`src/rtl/lsslc_defines.vh`:
```
// Shared constants for the LED sink shift/latch control block
`ifndef LSSLC_DEFINES_VH
`define LSSLC_DEFINES_VH

`define LSSLC_CHANNELS      16
`define LSSLC_GROUPS        9
`define LSSLC_GROUP_BITS    4
`define LSSLC_FIFO_WIDTH    16
`define LSSLC_FIFO_DEPTH    16
`define LSSLC_CLK_MHZ       10
// Stagger step between groups, in ns, and in cycles (never below one)
`define LSSLC_STAGGER_NS    1
`define LSSLC_STAGGER_CYC   (((`LSSLC_STAGGER_NS * `LSSLC_CLK_MHZ) / 1000) < 1 ? 1 : \
                             ((`LSSLC_STAGGER_NS * `LSSLC_CLK_MHZ) / 1000))
`define LSSLC_LAST_GROUP    4'h8

`endif

```
`src/rtl/lsslc_top.v`:
```
// Digital control of a 16-channel sink driver: shift register, latch, blank, stagger
//
// Function
// - Each shift clock rising edge moves the 16-bit shift register toward MSB.
// - Serial input level is captured into the LSB at each shift rising edge.
// - Chain output shows the MSB and changes only at a shift rising edge.
// - While latch input is high the output latch follows the shift register.
// - Shifting while latch is high changes latch and outputs with every shift.
// - While latch input is low the output latch holds, whatever shifting occurs.
// - Blank high forces every sink output off regardless of latch contents.
// - Blank low: output on when its latch bit is 1, off when 0.
// - Shift register and latch have no defined power-up value.
// - Outputs switch in nine staggered groups: 0, 1/15 .. 7/9, then 8.
// - Stagger applies to on and off when blank changes either way.
// - Stagger applies when latch contents change; final state set by latch and blank.
`include "lsslc_defines.vh"
`default_nettype none

module lsslc_top #(
    parameter CHANNELS   = `LSSLC_CHANNELS,
    parameter FIFO_DEPTH = `LSSLC_FIFO_DEPTH,
    parameter STAGGER    = `LSSLC_STAGGER_CYC
) (
    // Clock and reset
    input  wire                I_CLK,
    input  wire                I_RESETN,
    // Serial link from the display controller
    input  wire                I_SHIFT_CLK,
    input  wire                I_SERIAL_IN,
    input  wire                I_LATCH_TRANSPARENT,
    input  wire                I_BLANK,
    // Serial chain to the next device
    output wire                O_SERIAL_CHAIN_OUT,
    // Sink outputs, high means on
    output wire [CHANNELS-1:0] O_SINK_OUTPUT_N,
    // Stagger status
    output wire                O_STAGGER_BUSY,
    output wire                O_PENDING_FULL
);
    // Pin positions inside the synchroniser vectors
    localparam PIN_BLANK = 0;
    localparam PIN_SCLK  = 1;
    localparam PIN_LAT   = 2;
    localparam PIN_SIN   = 3;
    localparam PINS      = 4;

    // Blank resets high in both stages; a low there would unblank for a cycle
    localparam [PINS-1:0] PIN_RESET = 4'h1;

    wire [PINS-1:0] pins_raw;
    wire [PINS-1:0] pins_s;
    reg             sclk_prev_q;

    assign pins_raw[PIN_BLANK] = I_BLANK;
    assign pins_raw[PIN_SCLK]  = I_SHIFT_CLK;
    assign pins_raw[PIN_LAT]   = I_LATCH_TRANSPARENT;
    assign pins_raw[PIN_SIN]   = I_SERIAL_IN;

    // Two flops per pin; only the second stage feeds any logic
    genvar p;
    generate
        for (p = 0; p < PINS; p = p + 1) begin : g_sync
            reg meta_q;
            reg sync_q;

            always @(posedge I_CLK or negedge I_RESETN) begin
                if (!I_RESETN) begin
                    meta_q <= PIN_RESET[p];
                    sync_q <= PIN_RESET[p];
                end else begin
                    meta_q <= pins_raw[p];
                    sync_q <= meta_q;
                end
            end

            assign pins_s[p] = sync_q;
        end
    endgenerate

    // Previous shift clock level, reset to the idle low of the pin
    always @(posedge I_CLK or negedge I_RESETN) begin
        if (!I_RESETN) begin
            sclk_prev_q <= 1'b0;
        end else begin
            sclk_prev_q <= pins_s[PIN_SCLK];
        end
    end

    wire blank_s = pins_s[PIN_BLANK];
    wire sclk_s  = pins_s[PIN_SCLK];
    wire lat_s   = pins_s[PIN_LAT];
    wire sin_s   = pins_s[PIN_SIN];
    // Only rising edges act; falling edges are ignored
    wire sclk_rise = sclk_s & ~sclk_prev_q;

    // Shift register and latch carry no reset: contents are arbitrary at power-up
    reg [CHANNELS-1:0] shift_q;
    reg [CHANNELS-1:0] latch_q;
    wire [CHANNELS-1:0] shift_d = {shift_q[CHANNELS-2:0], sin_s};

    always @(posedge I_CLK) begin
        if (sclk_rise) begin
            shift_q <= shift_d;
        end
    end

    // Transparent latch modelled as a follower; shadows new shift data same cycle
    always @(posedge I_CLK) begin
        if (lat_s) begin
            latch_q <= sclk_rise ? shift_d : shift_q;
        end
    end
    // Latch low: no assignment, value held

    // Chain output is the MSB and moves only with shifts
    assign O_SERIAL_CHAIN_OUT = shift_q[CHANNELS-1];

    // Target pattern from latch and blank; bit n drives output n
    wire [CHANNELS-1:0] target = blank_s ? {CHANNELS{1'b0}} : latch_q;

    // Group of a channel: 0, pairs n/16-n, then 8 last
    function [3:0] group_of;
        input integer ch;
        begin
            case (ch[3:0])
                4'h0:    group_of = 4'h0;
                4'h1:    group_of = 4'h1;
                4'h2:    group_of = 4'h2;
                4'h3:    group_of = 4'h3;
                4'h4:    group_of = 4'h4;
                4'h5:    group_of = 4'h5;
                4'h6:    group_of = 4'h6;
                4'h7:    group_of = 4'h7;
                4'h8:    group_of = `LSSLC_LAST_GROUP;
                4'h9:    group_of = 4'h7;
                4'hA:    group_of = 4'h6;
                4'hB:    group_of = 4'h5;
                4'hC:    group_of = 4'h4;
                4'hD:    group_of = 4'h3;
                4'hE:    group_of = 4'h2;
                4'hF:    group_of = 4'h1;
                default: group_of = 4'h0;
            endcase
        end
    endfunction

    // Pending targets queue up so up to FIFO_DEPTH rapid latch updates are each staggered in order
    wire                fifo_in_ready;
    wire                fifo_out_valid;
    wire [CHANNELS-1:0] fifo_out_data;
    reg                 fifo_pop;
    reg  [CHANNELS-1:0] last_target_q;
    wire                target_change = (target != last_target_q);
    wire                target_push   = target_change & fifo_in_ready;

    // While the queue is full the newest target waits, so bursts coalesce

    always @(posedge I_CLK or negedge I_RESETN) begin
        if (!I_RESETN) begin
            last_target_q <= {CHANNELS{1'b0}};
        end else if (target_push) begin
            last_target_q <= target;
        end
    end

    lsslc_fifo #(
        .WIDTH (CHANNELS),
        .DEPTH (FIFO_DEPTH),
        .AW    (4)
    ) u_pending (
        .i_clk       (I_CLK),
        .i_resetn    (I_RESETN),
        .i_in_valid  (target_change),
        .o_in_ready  (fifo_in_ready),
        .i_in_data   (target),
        .o_out_valid (fifo_out_valid),
        .i_out_ready (fifo_pop),
        .o_out_data  (fifo_out_data)
    );

    // Stagger walker: applies one group per step
    // One clock per group at least: a few-ns step is below the clock's resolution,
    // so the stagger here is coarser than on a bare driver die
    localparam [7:0] STEP_LAST = STAGGER[7:0] - 8'h01;

    localparam ST_IDLE = 1'b0;
    localparam ST_WALK = 1'b1;

    reg                 state_q;
    reg                 state_d;
    reg  [3:0]          group_q;
    reg  [3:0]          group_d;
    reg  [7:0]          step_q;
    reg  [7:0]          step_d;
    reg  [CHANNELS-1:0] goal_q;
    reg  [CHANNELS-1:0] goal_d;
    reg  [CHANNELS-1:0] out_q;
    wire [CHANNELS-1:0] out_d;

    always @* begin
        state_d  = state_q;
        group_d  = group_q;
        step_d   = step_q;
        goal_d   = goal_q;
        fifo_pop = 1'b0;
        case (state_q)
            ST_IDLE: begin
                if (fifo_out_valid) begin
                    fifo_pop = 1'b1;
                    goal_d   = fifo_out_data;
                    group_d  = 4'h0;
                    step_d   = 8'h00;
                    state_d  = ST_WALK;
                end
            end
            ST_WALK: begin
                if (step_q == STEP_LAST) begin
                    step_d = 8'h00;
                    if (group_q == `LSSLC_LAST_GROUP) begin
                        state_d = ST_IDLE;
                    end else begin
                        group_d = group_q + 4'h1;
                    end
                end else begin
                    step_d = step_q + 8'h01;
                end
            end
            default: begin
                state_d = ST_IDLE;
            end
        endcase
    end

    // First cycle of a group step
    wire apply_step = (state_q == ST_WALK) && (step_q == 8'h00);

    // Channel n takes its goal only in its own group's step
    genvar g;
    generate
        for (g = 0; g < CHANNELS; g = g + 1) begin : g_chan
            wire [3:0] chan_group = group_of(g);
            wire       chan_hit   = apply_step && (group_q == chan_group);
            assign out_d[g] = chan_hit ? goal_q[g] : out_q[g];
        end
    endgenerate

    // Walker state
    always @(posedge I_CLK or negedge I_RESETN) begin
        if (!I_RESETN) begin
            state_q <= ST_IDLE;
        end else begin
            state_q <= state_d;
        end
    end

    // Group being applied
    always @(posedge I_CLK or negedge I_RESETN) begin
        if (!I_RESETN) begin
            group_q <= 4'h0;
        end else begin
            group_q <= group_d;
        end
    end

    // Cycles spent in the current group
    always @(posedge I_CLK or negedge I_RESETN) begin
        if (!I_RESETN) begin
            step_q <= 8'h00;
        end else begin
            step_q <= step_d;
        end
    end

    // Goal word of the walk in flight
    always @(posedge I_CLK or negedge I_RESETN) begin
        if (!I_RESETN) begin
            goal_q <= {CHANNELS{1'b0}};
        end else begin
            goal_q <= goal_d;
        end
    end

    // Applied sink pattern; all off until the first walk
    always @(posedge I_CLK or negedge I_RESETN) begin
        if (!I_RESETN) begin
            out_q <= {CHANNELS{1'b0}};
        end else begin
            out_q <= out_d;
        end
    end

    // Sinks come straight from flops so no decode glitch reaches the pins
    assign O_SINK_OUTPUT_N = out_q;

    // Busy covers queued patterns too, not only the walk in flight
    assign O_STAGGER_BUSY  = (state_q == ST_WALK) | fifo_out_valid;

    // Full means new changes are held back and will coalesce
    assign O_PENDING_FULL  = ~fifo_in_ready;
endmodule // lsslc_top

`default_nettype wire

```
`src/rtl/lsslc_fifo.v`:
```
// Synchronous valid/ready FIFO for latched output words
`default_nettype none

module lsslc_fifo #(
    parameter WIDTH = 16,
    parameter DEPTH = 16,
    parameter AW    = 4
) (
    // Clock and reset
    input  wire             i_clk,
    input  wire             i_resetn,
    // Fill side
    input  wire             i_in_valid,
    output wire             o_in_ready,
    input  wire [WIDTH-1:0] i_in_data,
    // Drain side
    output wire             o_out_valid,
    input  wire             i_out_ready,
    output wire [WIDTH-1:0] o_out_data
);
    reg [WIDTH-1:0] mem [0:DEPTH-1];
    reg [AW-1:0]    wr_ptr_q;
    reg [AW-1:0]    rd_ptr_q;
    reg [AW:0]      count_q;
    wire            push;
    wire            pop;

    assign o_in_ready  = (count_q != DEPTH[AW:0]);
    assign o_out_valid = (count_q != {(AW+1){1'b0}});
    assign o_out_data  = mem[rd_ptr_q];
    assign push        = i_in_valid & o_in_ready;
    assign pop         = o_out_valid & i_out_ready;

    always @(posedge i_clk) begin
        if (push) begin
            mem[wr_ptr_q] <= i_in_data;
        end
    end

    always @(posedge i_clk or negedge i_resetn) begin
        if (!i_resetn) begin
            wr_ptr_q <= {AW{1'b0}};
            rd_ptr_q <= {AW{1'b0}};
            count_q  <= {(AW+1){1'b0}};
        end else begin
            if (push) begin
                wr_ptr_q <= (wr_ptr_q == DEPTH[AW-1:0] - 1'b1) ? {AW{1'b0}} : wr_ptr_q + 1'b1;
            end
            if (pop) begin
                rd_ptr_q <= (rd_ptr_q == DEPTH[AW-1:0] - 1'b1) ? {AW{1'b0}} : rd_ptr_q + 1'b1;
            end
            if (push && !pop) begin
                count_q <= count_q + 1'b1;
            end else if (pop && !push) begin
                count_q <= count_q - 1'b1;
            end
        end
    end
endmodule // lsslc_fifo

`default_nettype wire

```
`config.mk`:
```
export PLATFORM = sky130hd
export DESIGN_NAME = lsslc_top
export DESIGN_NICKNAME = d
export VERILOG_FILES = /design/src/rtl/lsslc_top.v /design/src/rtl/lsslc_fifo.v
export VERILOG_INCLUDE_DIRS = /design/src /design/src/rtl
export SDC_FILE = /design/constraint.sdc
export NUM_CORES = 1
export LEC_CHECK = 0
export BUFFER_PORTS_ARGS = -buffer_cell sky130_fd_sc_hd__buf_2
export CORE_ASPECT_RATIO = 0.8
export CORE_MARGIN = 3
export CORE_UTILIZATION = 35
export DETAILED_ROUTE_END_ITERATION = 10
export MAX_ROUTING_LAYER = met4
export PLACE_DENSITY_LB_ADDON = 0.2
export SETUP_SLACK_MARGIN = 0.2
export SYNTH_ARGS = -nofsm -noshare
export SYNTH_HDL_FRONTEND = slang
export SYNTH_SLANG_ARGS = --single-unit
```
`constraint.sdc`:
```
create_clock -name I_CLK -period 7.75 [get_ports I_CLK]
set_input_delay 0.775 -clock I_CLK [delete_from_list [all_inputs] [get_ports I_CLK]]
set_output_delay 0.775 -clock I_CLK [all_outputs]
set_load 0.02 [all_outputs]
```
==> results of run 1 <==
[stage by stage]
step	util	power, mW	worst slack (ns)	cell area, um^2	hold WS [ns]
6_report	0.4074	6.418	3.593	16790	0.1477
5_1_grt	0.4074	6.803	3.191	16790	0.1416
4_1_cts	0.4074	6.530	3.558	16790	0.1331
3_5_place_dp	0.3787	4.774	3.584	15610	0.3347
3_3_place_gp	0.3787	4.753	3.617	15610	0.3315
2_1_floorplan	-	4.172	4.411	14810	0.3312
[area by class of cell]
type / count / area (um^2)
fillers: 3663 / 24420
multi-input cells: 365 / 4049
inverters: 14 / 52.55
flip-flops and latches: 371 / 10570
clock buffers: 57 / 1126
well taps: 544 / 680.7
clock inverters: 12 / 57.56
repair buffers: 41 / 250.2
[logic make-up after synthesis]
group                      count (synthesis)  share of synthesized area
and+or+nand+nor                          135                    0.05008
buffers and inverters                     45                    0.01427
AOI/OAI and AO/OA                         46                    0.01858
muxes                                    148                     0.1776
xor gates and xnor gates                  19                    0.01123
DFF                                      371                     0.7133
adders and majority gates                 17                    0.01486
[layer usage]
layer  up-vias  share of wire  global-route usage
li1       3186              -                   -
met1      3607           0.50              0.2059
met2       128           0.43              0.2007
met3        41          0.049             0.03087
met4         0          0.017             0.03297
met5         -              0                   -
[worst max-delay path: stages, from the launching register on]
cell	delay, ns
dfstp_2	0.86
nor2b_1	0.37
nand3_1	0.18
a32oi_1	0.13
and4_4	0.22
nor2_4	0.78
ha_1	0.36
inv_1	0.12
ha_1	0.31
a21o_1	0.19
a21oi_1	0.18
xnor2_1	0.13
nor2_1	0.06
xnor2_1	0.13
[Yosys cell counts (3+ instances only)]
cell type and n:
nand3_1 13, xnor2_1 10, xor2_1 9, o22a_1 4, and2_1 5, mux2_4 17, a32oi_1 4, nand3b_1 4
mux2_2 51, mux4_2 80, nand2_1 23, ha_1 16, inv_1 14, and3_1 15, edfxtp_1 272, buf_6 5
a21oi_1 5, dfxtp_1 16, nand4bb_1 3, or4_1 5, o21ai_0 28, buf_2 3, nor2_1 33, dfrtp_1 81
clkbuf_1 20, nor2b_1 19
[sequential cells by signal (all words and copies together), names as in the netlist, 5 cells and up]
register           cells
O_SINK_OUTPUT_N       16
goal_q                16
last_target_q         16
latch_q               16
shift_q               16
step_q                 8
u_pending.count_q      5
u_pending.mem        256
[power by group]
group / switching (mW) / internal, mW / leakage (nW)
Sequential: 0.266 / 2.68 / 3.68
Clock: 0.725 / 1.00 / 0.584
Combinational: 0.919 / 0.823 / 1.70
[worst max path at each step]
stage                 startpoint                               end  cells after the start
2_1_floorplan  blank_s$_DFF_PN1_     u_pending.mem[3][0]$_DFFE_PP_                      6
3_3_place_gp   blank_s$_DFF_PN1_  u_pending.count_q[4]$_DFFE_PN0P_                     13
3_5_place_dp   blank_s$_DFF_PN1_  u_pending.count_q[4]$_DFFE_PN0P_                     13
4_1_cts        blank_s$_DFF_PN1_  u_pending.count_q[4]$_DFFE_PN0P_                     13
5_1_grt        blank_s$_DFF_PN1_  u_pending.count_q[4]$_DFFE_PN0P_                     13
6_report       blank_s$_DFF_PN1_  u_pending.count_q[4]$_DFFE_PN0P_                     13
==> impl_metrics.json, run 1 <==
{
  "status": "complete, no violations",
  "synth_fp_nets": 804,
  "timing.rr.start": "blank_s$_DFF_PN1_",
  "ranking_of_synthesized_cells_by_area": "edfxtp_1, dfrtp_1, mux4_2",
  "hold_buffers": 0,
  "power.static_leakage_nw": 5.962,
  "mostFrequentLayoutCells": "edfxtp_1, mux4_2, dfrtp_1",
  "worst_setup_path_start_kind": "flop",
  "ys_dominant_reg_cell": "edfxtp_1",
  "cts_buffers": 38,
  "grt_overflow_total": 0,
  "clock_tree_from_tritoncts": "yes",
  "fin_setup_tns_ns": 0,
  "timing.slew.headroom": 0.1002,
  "row_count": 66,
  "peakVddDrop_v": 0.0001766,
  "max_cap_violations": 0,
  "clk_latency_ns": 0.52,
  "drt_pre_antenna_iters": 4,
  "timing.final.hold_violations": 0,
  "grt_pass1_vias": 7324,
  "fraction_of_registers_with_async_set_reset": 0.2237,
  "stdcell_count": 1404,
  "chipHeight_um": 190.0,
  "synth-seq-cells": 371,
  "cell_at_the_root_of_the_clock_tree": "clkbuf_16",
  "synth_top_area_frac": 0.5514,
  "slew_limit_fails": 0,
  "number_of_synthesized_flops_with_an_enable_pin": 272,
  "initial_antenna_violation_count": 0,
  "globalplace.congestion": 0.7034,
  "most_common_library_cell_in_the_layout_ignoring_fill_and_taps": "edfxtp_1",
  "cts.repair_timing.setup_buffer_count": 0,
  "worstMarginPinSlew_ns": 1.347,
  "reg2reg_setup_slack_ns": 3.59,
  "total_power_density_per_cell_area_mw_per_mm2": 382.3,
  "place_hpwl_mm": 18.05,
  "floorplan.initialDensity": 0.3595,
  "synth_sequential_area_ratio": 0.7133,
  "r2r-end": "u_pending.count_q[4]$_DFFE_PN0P_",
  "setup_viols_final": 0,
  "grt_max_degree": 69,
  "numClockSinks": 371,
  "detail_route.drc_violations": 0,
  "buffer_ports.inserted": 24,
  "syn2layout_area_growth_pct": 13.33,
  "reg2reg_depth": 13,
  "layout.nets": 854,
  "end_kind": "flop",
  "diodes": 0,
  "drive_above_1_share": 0.2919,
  "post_cts_clock_slew_at_the_launch_and_capture_registers_of_the_worst_setup_and_hold_paths_ns": 0.06,
  "timing.setup.critical_path_class": "flop to flop",
  "setup_skew_ns": 0.009583,
  "cts_repair_resize_count": 0,
  "synth_area_per_cell_um2": 18.97,
  "hold_path.class": "primary input to async pin",
  "routed-via-count": 6962,
  "grt_setup_unrepaired": "no",
  "critical_path.max_fanout": 36,
  "critPathArrivalTime_ns": 4.56,
  "clockBufferDepth": 3,
  "final.min_clock_period_ns": 4.157,
  "die-area_mm2": 0.04485,
  "die_width_um": 236.0,
  "fmax_ghz": 0.2406,
  "cell_area_after_synthesis_mm2": 0.01481,
  "final_cycle_share": 0.5364,
  "first_iter_violations": 618,
  "dp.cells": 1335,
  "syn-instance-count": 781,
  "clock_tree.htree_level_count": 2,
  "boundaryPins": 25,
  "detailed_route_wire_length_mm": 29.57,
  "grt_resource_usage_total": 0.1406,
  "antenna_left": 0,
  "detail_route.vias_per_cell": 4.959,
  "core_area_mm2": 0.04121,
  "synth_cell_type_count": 46,
  "worst_ep_required_time_ns": 8.16,
  "synth-warning-count": 0,
  "grt_first_pass_wirelength_mm": 46.60,
  "synthDominantAreaCellType": "edfxtp_1",
  "wl_per_cell_um": 21.06
}
No activity file was read; power rests on OpenSTA's default activity.
==> run 2: changes to the inputs <==
--- a/config.mk
+++ b/config.mk
@@ -6,6 +6,7 @@
 export SDC_FILE = /design/constraint.sdc
 export NUM_CORES = 1
 export LEC_CHECK = 0
+export ABC_AREA = 1
 export BUFFER_PORTS_ARGS = -buffer_cell sky130_fd_sc_hd__buf_2
 export CORE_ASPECT_RATIO = 0.8
 export CORE_MARGIN = 3
==> constraint.sdc (replaced) <==
create_clock -name I_CLK -period 3.6 [get_ports I_CLK]
set_input_delay 0.36 -clock I_CLK [delete_from_list [all_inputs] [get_ports I_CLK]]
set_output_delay 0.36 -clock I_CLK [all_outputs]
set_load 0.02 [all_outputs]
==> run 2 against run 1 <==
  * Die area rose by 2.9%
  * Combinational power rose to 2.6 times the previous value
  * Via count rose by 40%
  * Total power rose by 130%
  * Register-to-register slack worse by 3.0 ns
  * Sequential share of layout area down 2.1 points
  * First-iteration DRC count grew 40%
  * Largest power group unchanged
  * Critical endpoint is now u_pending.count_q[3]$_DFFE_PN0P_
  * Wire length increased by 26%
  * Worst setup slack worse by 3.0 ns
  * Clock power increased by 130%
  * Global-route usage increased by 2.8 points
  * Highest routed layer unchanged
==> impl_metrics.json, run 2 <==
{
  "synth_sequential_area_ratio": 0.6925,
  "cp_common_cell": "nand2_1",
  "first_iter_violations": 863,
  "dp.cells": 1913,
  "cp.buffers_inverters": 3,
  "clk_latency_ns": 0.54,
  "detail_route.drc_violations": 0,
  "yosys.cell_count.top_type": "edfxtp_1",
  "timing.setup.critical_path_class": "flop to flop",
  "grt_first_pass_wirelength_mm": 57.65,
  "synth_area_per_cell_um2": 11.15,
  "detail_route.vias_per_cell": 4.906,
  "grt_resource_usage_total": 0.1690,
  "cts.repair_timing.setup_buffer_count": 0,
  "place_hpwl_mm": 21.18,
  "antenna_left": 0,
  "peakVddDrop_v": 0.0004459,
  "clock_tree.htree_level_count": 2,
  "core_area_mm2": 0.04250,
  "stdcell_count": 1983,
  "finalInstanceArea_mm2": 0.01738,
  "grt_pass1_vias": 9509,
  "ranking_of_synthesized_cells_by_area": "edfxtp_1, dfrtp_1, nor2_1",
  "boundaryPins": 25,
  "total_power_density_per_cell_area_mw_per_mm2": 839.7,
  "routed-via-count": 9729,
  "die_width_um": 239.5,
  "clockBufferDepth": 3,
  "numClockSinks": 371,
  "synthDominantAreaCellType": "edfxtp_1",
  "syn-instance-count": 1369,
  "cts_buffers": 37,
  "largest_reg_flops": 256,
  "setup_viols_final": 0,
  "max_cap_violations": 0,
  "dpl_cell_area_mm2": 0.01612,
  "worst_setup_path_start_kind": "flop",
  "critical_path.max_fanout": 18,
  "largest-register": "u_pending.mem",
  "synth.top_cells.by_count": "edfxtp_1, nor2_1, nand2_1",
  "post_cts_clock_slew_at_the_launch_and_capture_registers_of_the_worst_setup_and_hold_paths_ns": 0.06,
  "cell_at_the_root_of_the_clock_tree": "clkbuf_16",
  "fmax_ghz": 0.3360,
  "clock_tree_from_tritoncts": "yes",
  "cell_area_after_synthesis_mm2": 0.01526,
  "fin_setup_tns_ns": 0,
  "most_common_library_cell_in_the_layout_ignoring_fill_and_taps": "edfxtp_1",
  "synth-warning-count": 0,
  "grt_max_degree": 131,
  "drt_pre_antenna_iters": 6,
  "buffer_ports.inserted": 24,
  "die-area_mm2": 0.04616,
  "initial_antenna_violation_count": 1,
  "setup_skew_ns": 0.01611,
  "ys_dominant_reg_cell": "edfxtp_1",
  "worst_path_largest_cell_delay_ns": 0.67,
  "layout.nets": 1428,
  "worst_ep_required_time_ns": 4.02,
  "syn2layout_area_growth_pct": 13.86,
  "detailed_route_wire_length_mm": 37.23,
  "critical_path.slowest_cell": "dfstp_2",
  "slew_limit_fails": 0,
  "timing.slew.headroom": 0.4093,
  "diodes": 0,
  "row_count": 67,
  "mostFrequentLayoutCells": "edfxtp_1, nor2_1, nand2_1",
  "wl_per_cell_um": 18.77,
  "final_cycle_share": 0.8267,
  "fin_hold_ws_ns": 0.3466,
  "synth_top_area_frac": 0.5352,
  "worstMarginPinSlew_ns": 0.8860,
  "synth-seq-cells": 371,
  "end_kind": "flop",
  "hold_path.class": "flop to flop",
  "power.static_leakage_nw": 6.703,
  "final.min_clock_period_ns": 2.976,
  "post-layout-total-power_mw": 14.59,
  "critical_path.top_delay_family": "simple AND/OR/NAND/NOR gates",
  "chipHeight_um": 192.8,
  "timing.final.hold_violations": 0,
  "number_of_synthesized_flops_with_an_enable_pin": 272,
  "critPathArrivalTime_ns": 3.40,
  "status": "complete, no violations",
  "fraction_of_registers_with_async_set_reset": 0.2237,
  "grt_setup_unrepaired": "no",
  "synth_cell_type_count": 33,
  "floorplan.initialDensity": 0.3591,
  "fill_cells": 4005,
  "grt_overflow_total": 0,
  "globalplace.congestion": 0.7707,
  "synth_fp_nets": 1392,
  "drive_above_1_share": 0.1013,
  "crit_chain": "nor2_1 -> buf_4 -> nand2_1 -> nand2_1 -> nor2_1 -> nand2_1 -> nor2_1 -> nand2_1 -> nand2_4 -> inv_1 -> ha_1 -> inv_1 -> ha_1 -> a21oi_1 -> nand2_1 -> xor2_1 -> nand2_1 -> nand2_1"
}
[run 2: cell type report]
type	count	area [um^2]	area share
clock buffers	44	1005	0.05782
flip-flops and latches	371	10580	0.6086
clock inverters	21	197.7	0.01138
repair buffers	64	498.0	0.02866
inverters	80	304.0	0.01750
well taps	552	690.7	0.03975
multi-input cells	851	4106	0.2363
[run 2: kinds of logic after synthesis]
| logic type | count (synthesis) | share of synthesized area |
|---|---|---|
| flops | 371 | 0.6925 |
| fa+ha+maj | 17 | 0.01443 |
| xor+xnor | 13 | 0.007461 |
| mux | 10 | 0.007379 |
| compound gates | 225 | 0.08240 |
| simple gates | 586 | 0.1551 |
| buf+inv | 147 | 0.04075 |
[run 2: final timing paths]
| check | endpoint | cells after the start | start | slack (ns) |
|---|---|---|---|---|
| max reg2reg | u_pending.count_q[3]$_DFFE_PN0P_ | 18 | blank_s$_DFF_PN1_ | 0.62 |
| min reg2reg | g_sync[2].sync_q$_DFF_PN0_ | 0 | g_sync[2].meta_q$_DFF_PN0_ | 0.35 |
| min | g_sync[2].sync_q$_DFF_PN0_ | 0 | g_sync[2].meta_q$_DFF_PN0_ | 0.35 |
| max in group asynchronous | g_sync[0].meta_q$_DFF_PN1_ | 3 | I_RESETN | 2.18 |
| min in group asynchronous | O_SINK_OUTPUT_N[2]$_DFFE_PN0P_ | 2 | I_RESETN | 0.48 |
| max | u_pending.count_q[3]$_DFFE_PN0P_ | 18 | blank_s$_DFF_PN1_ | 0.62 |
[run 2: repair_timing]
item	in CTS	in global routing
hold endpoints to repair	66	0
resized for setup	0	1
endpoints found under the setup margin	0	2
hold buffers	5	0
[run 2: per-stage QoR]
| step | utilization | worst slack [ns] |
|---|---|---|
| floorplan | - | 0.7254 |
| global placement | 0.3793 | 0.4818 |
| detailed placement | 0.3793 | 0.4224 |
| CTS | 0.4088 | 0.4004 |
| global route | 0.4088 | 0.3422 |
| finish | 0.4088 | 0.6239 |
[run 2: power by group]
| part | switching [mW] | total [mW] | internal [mW] |
|---|---|---|---|
| clock | 1.64 | 3.92 | 2.27 |
| combinational | 3.21 | 4.59 | 1.38 |
| sequential | 0.374 | 6.08 | 5.71 |
[run 2: per-layer routing]
metal / part of all wire / vias up / GRT usage
met4: 0.015 / 0 / 0.04045
met5: 0 / - / -
met1: 0.50 / 4708 / 0.2519
met3: 0.061 / 49 / 0.03143
li1: - / 4769 / -
met2: 0.42 / 203 / 0.2378
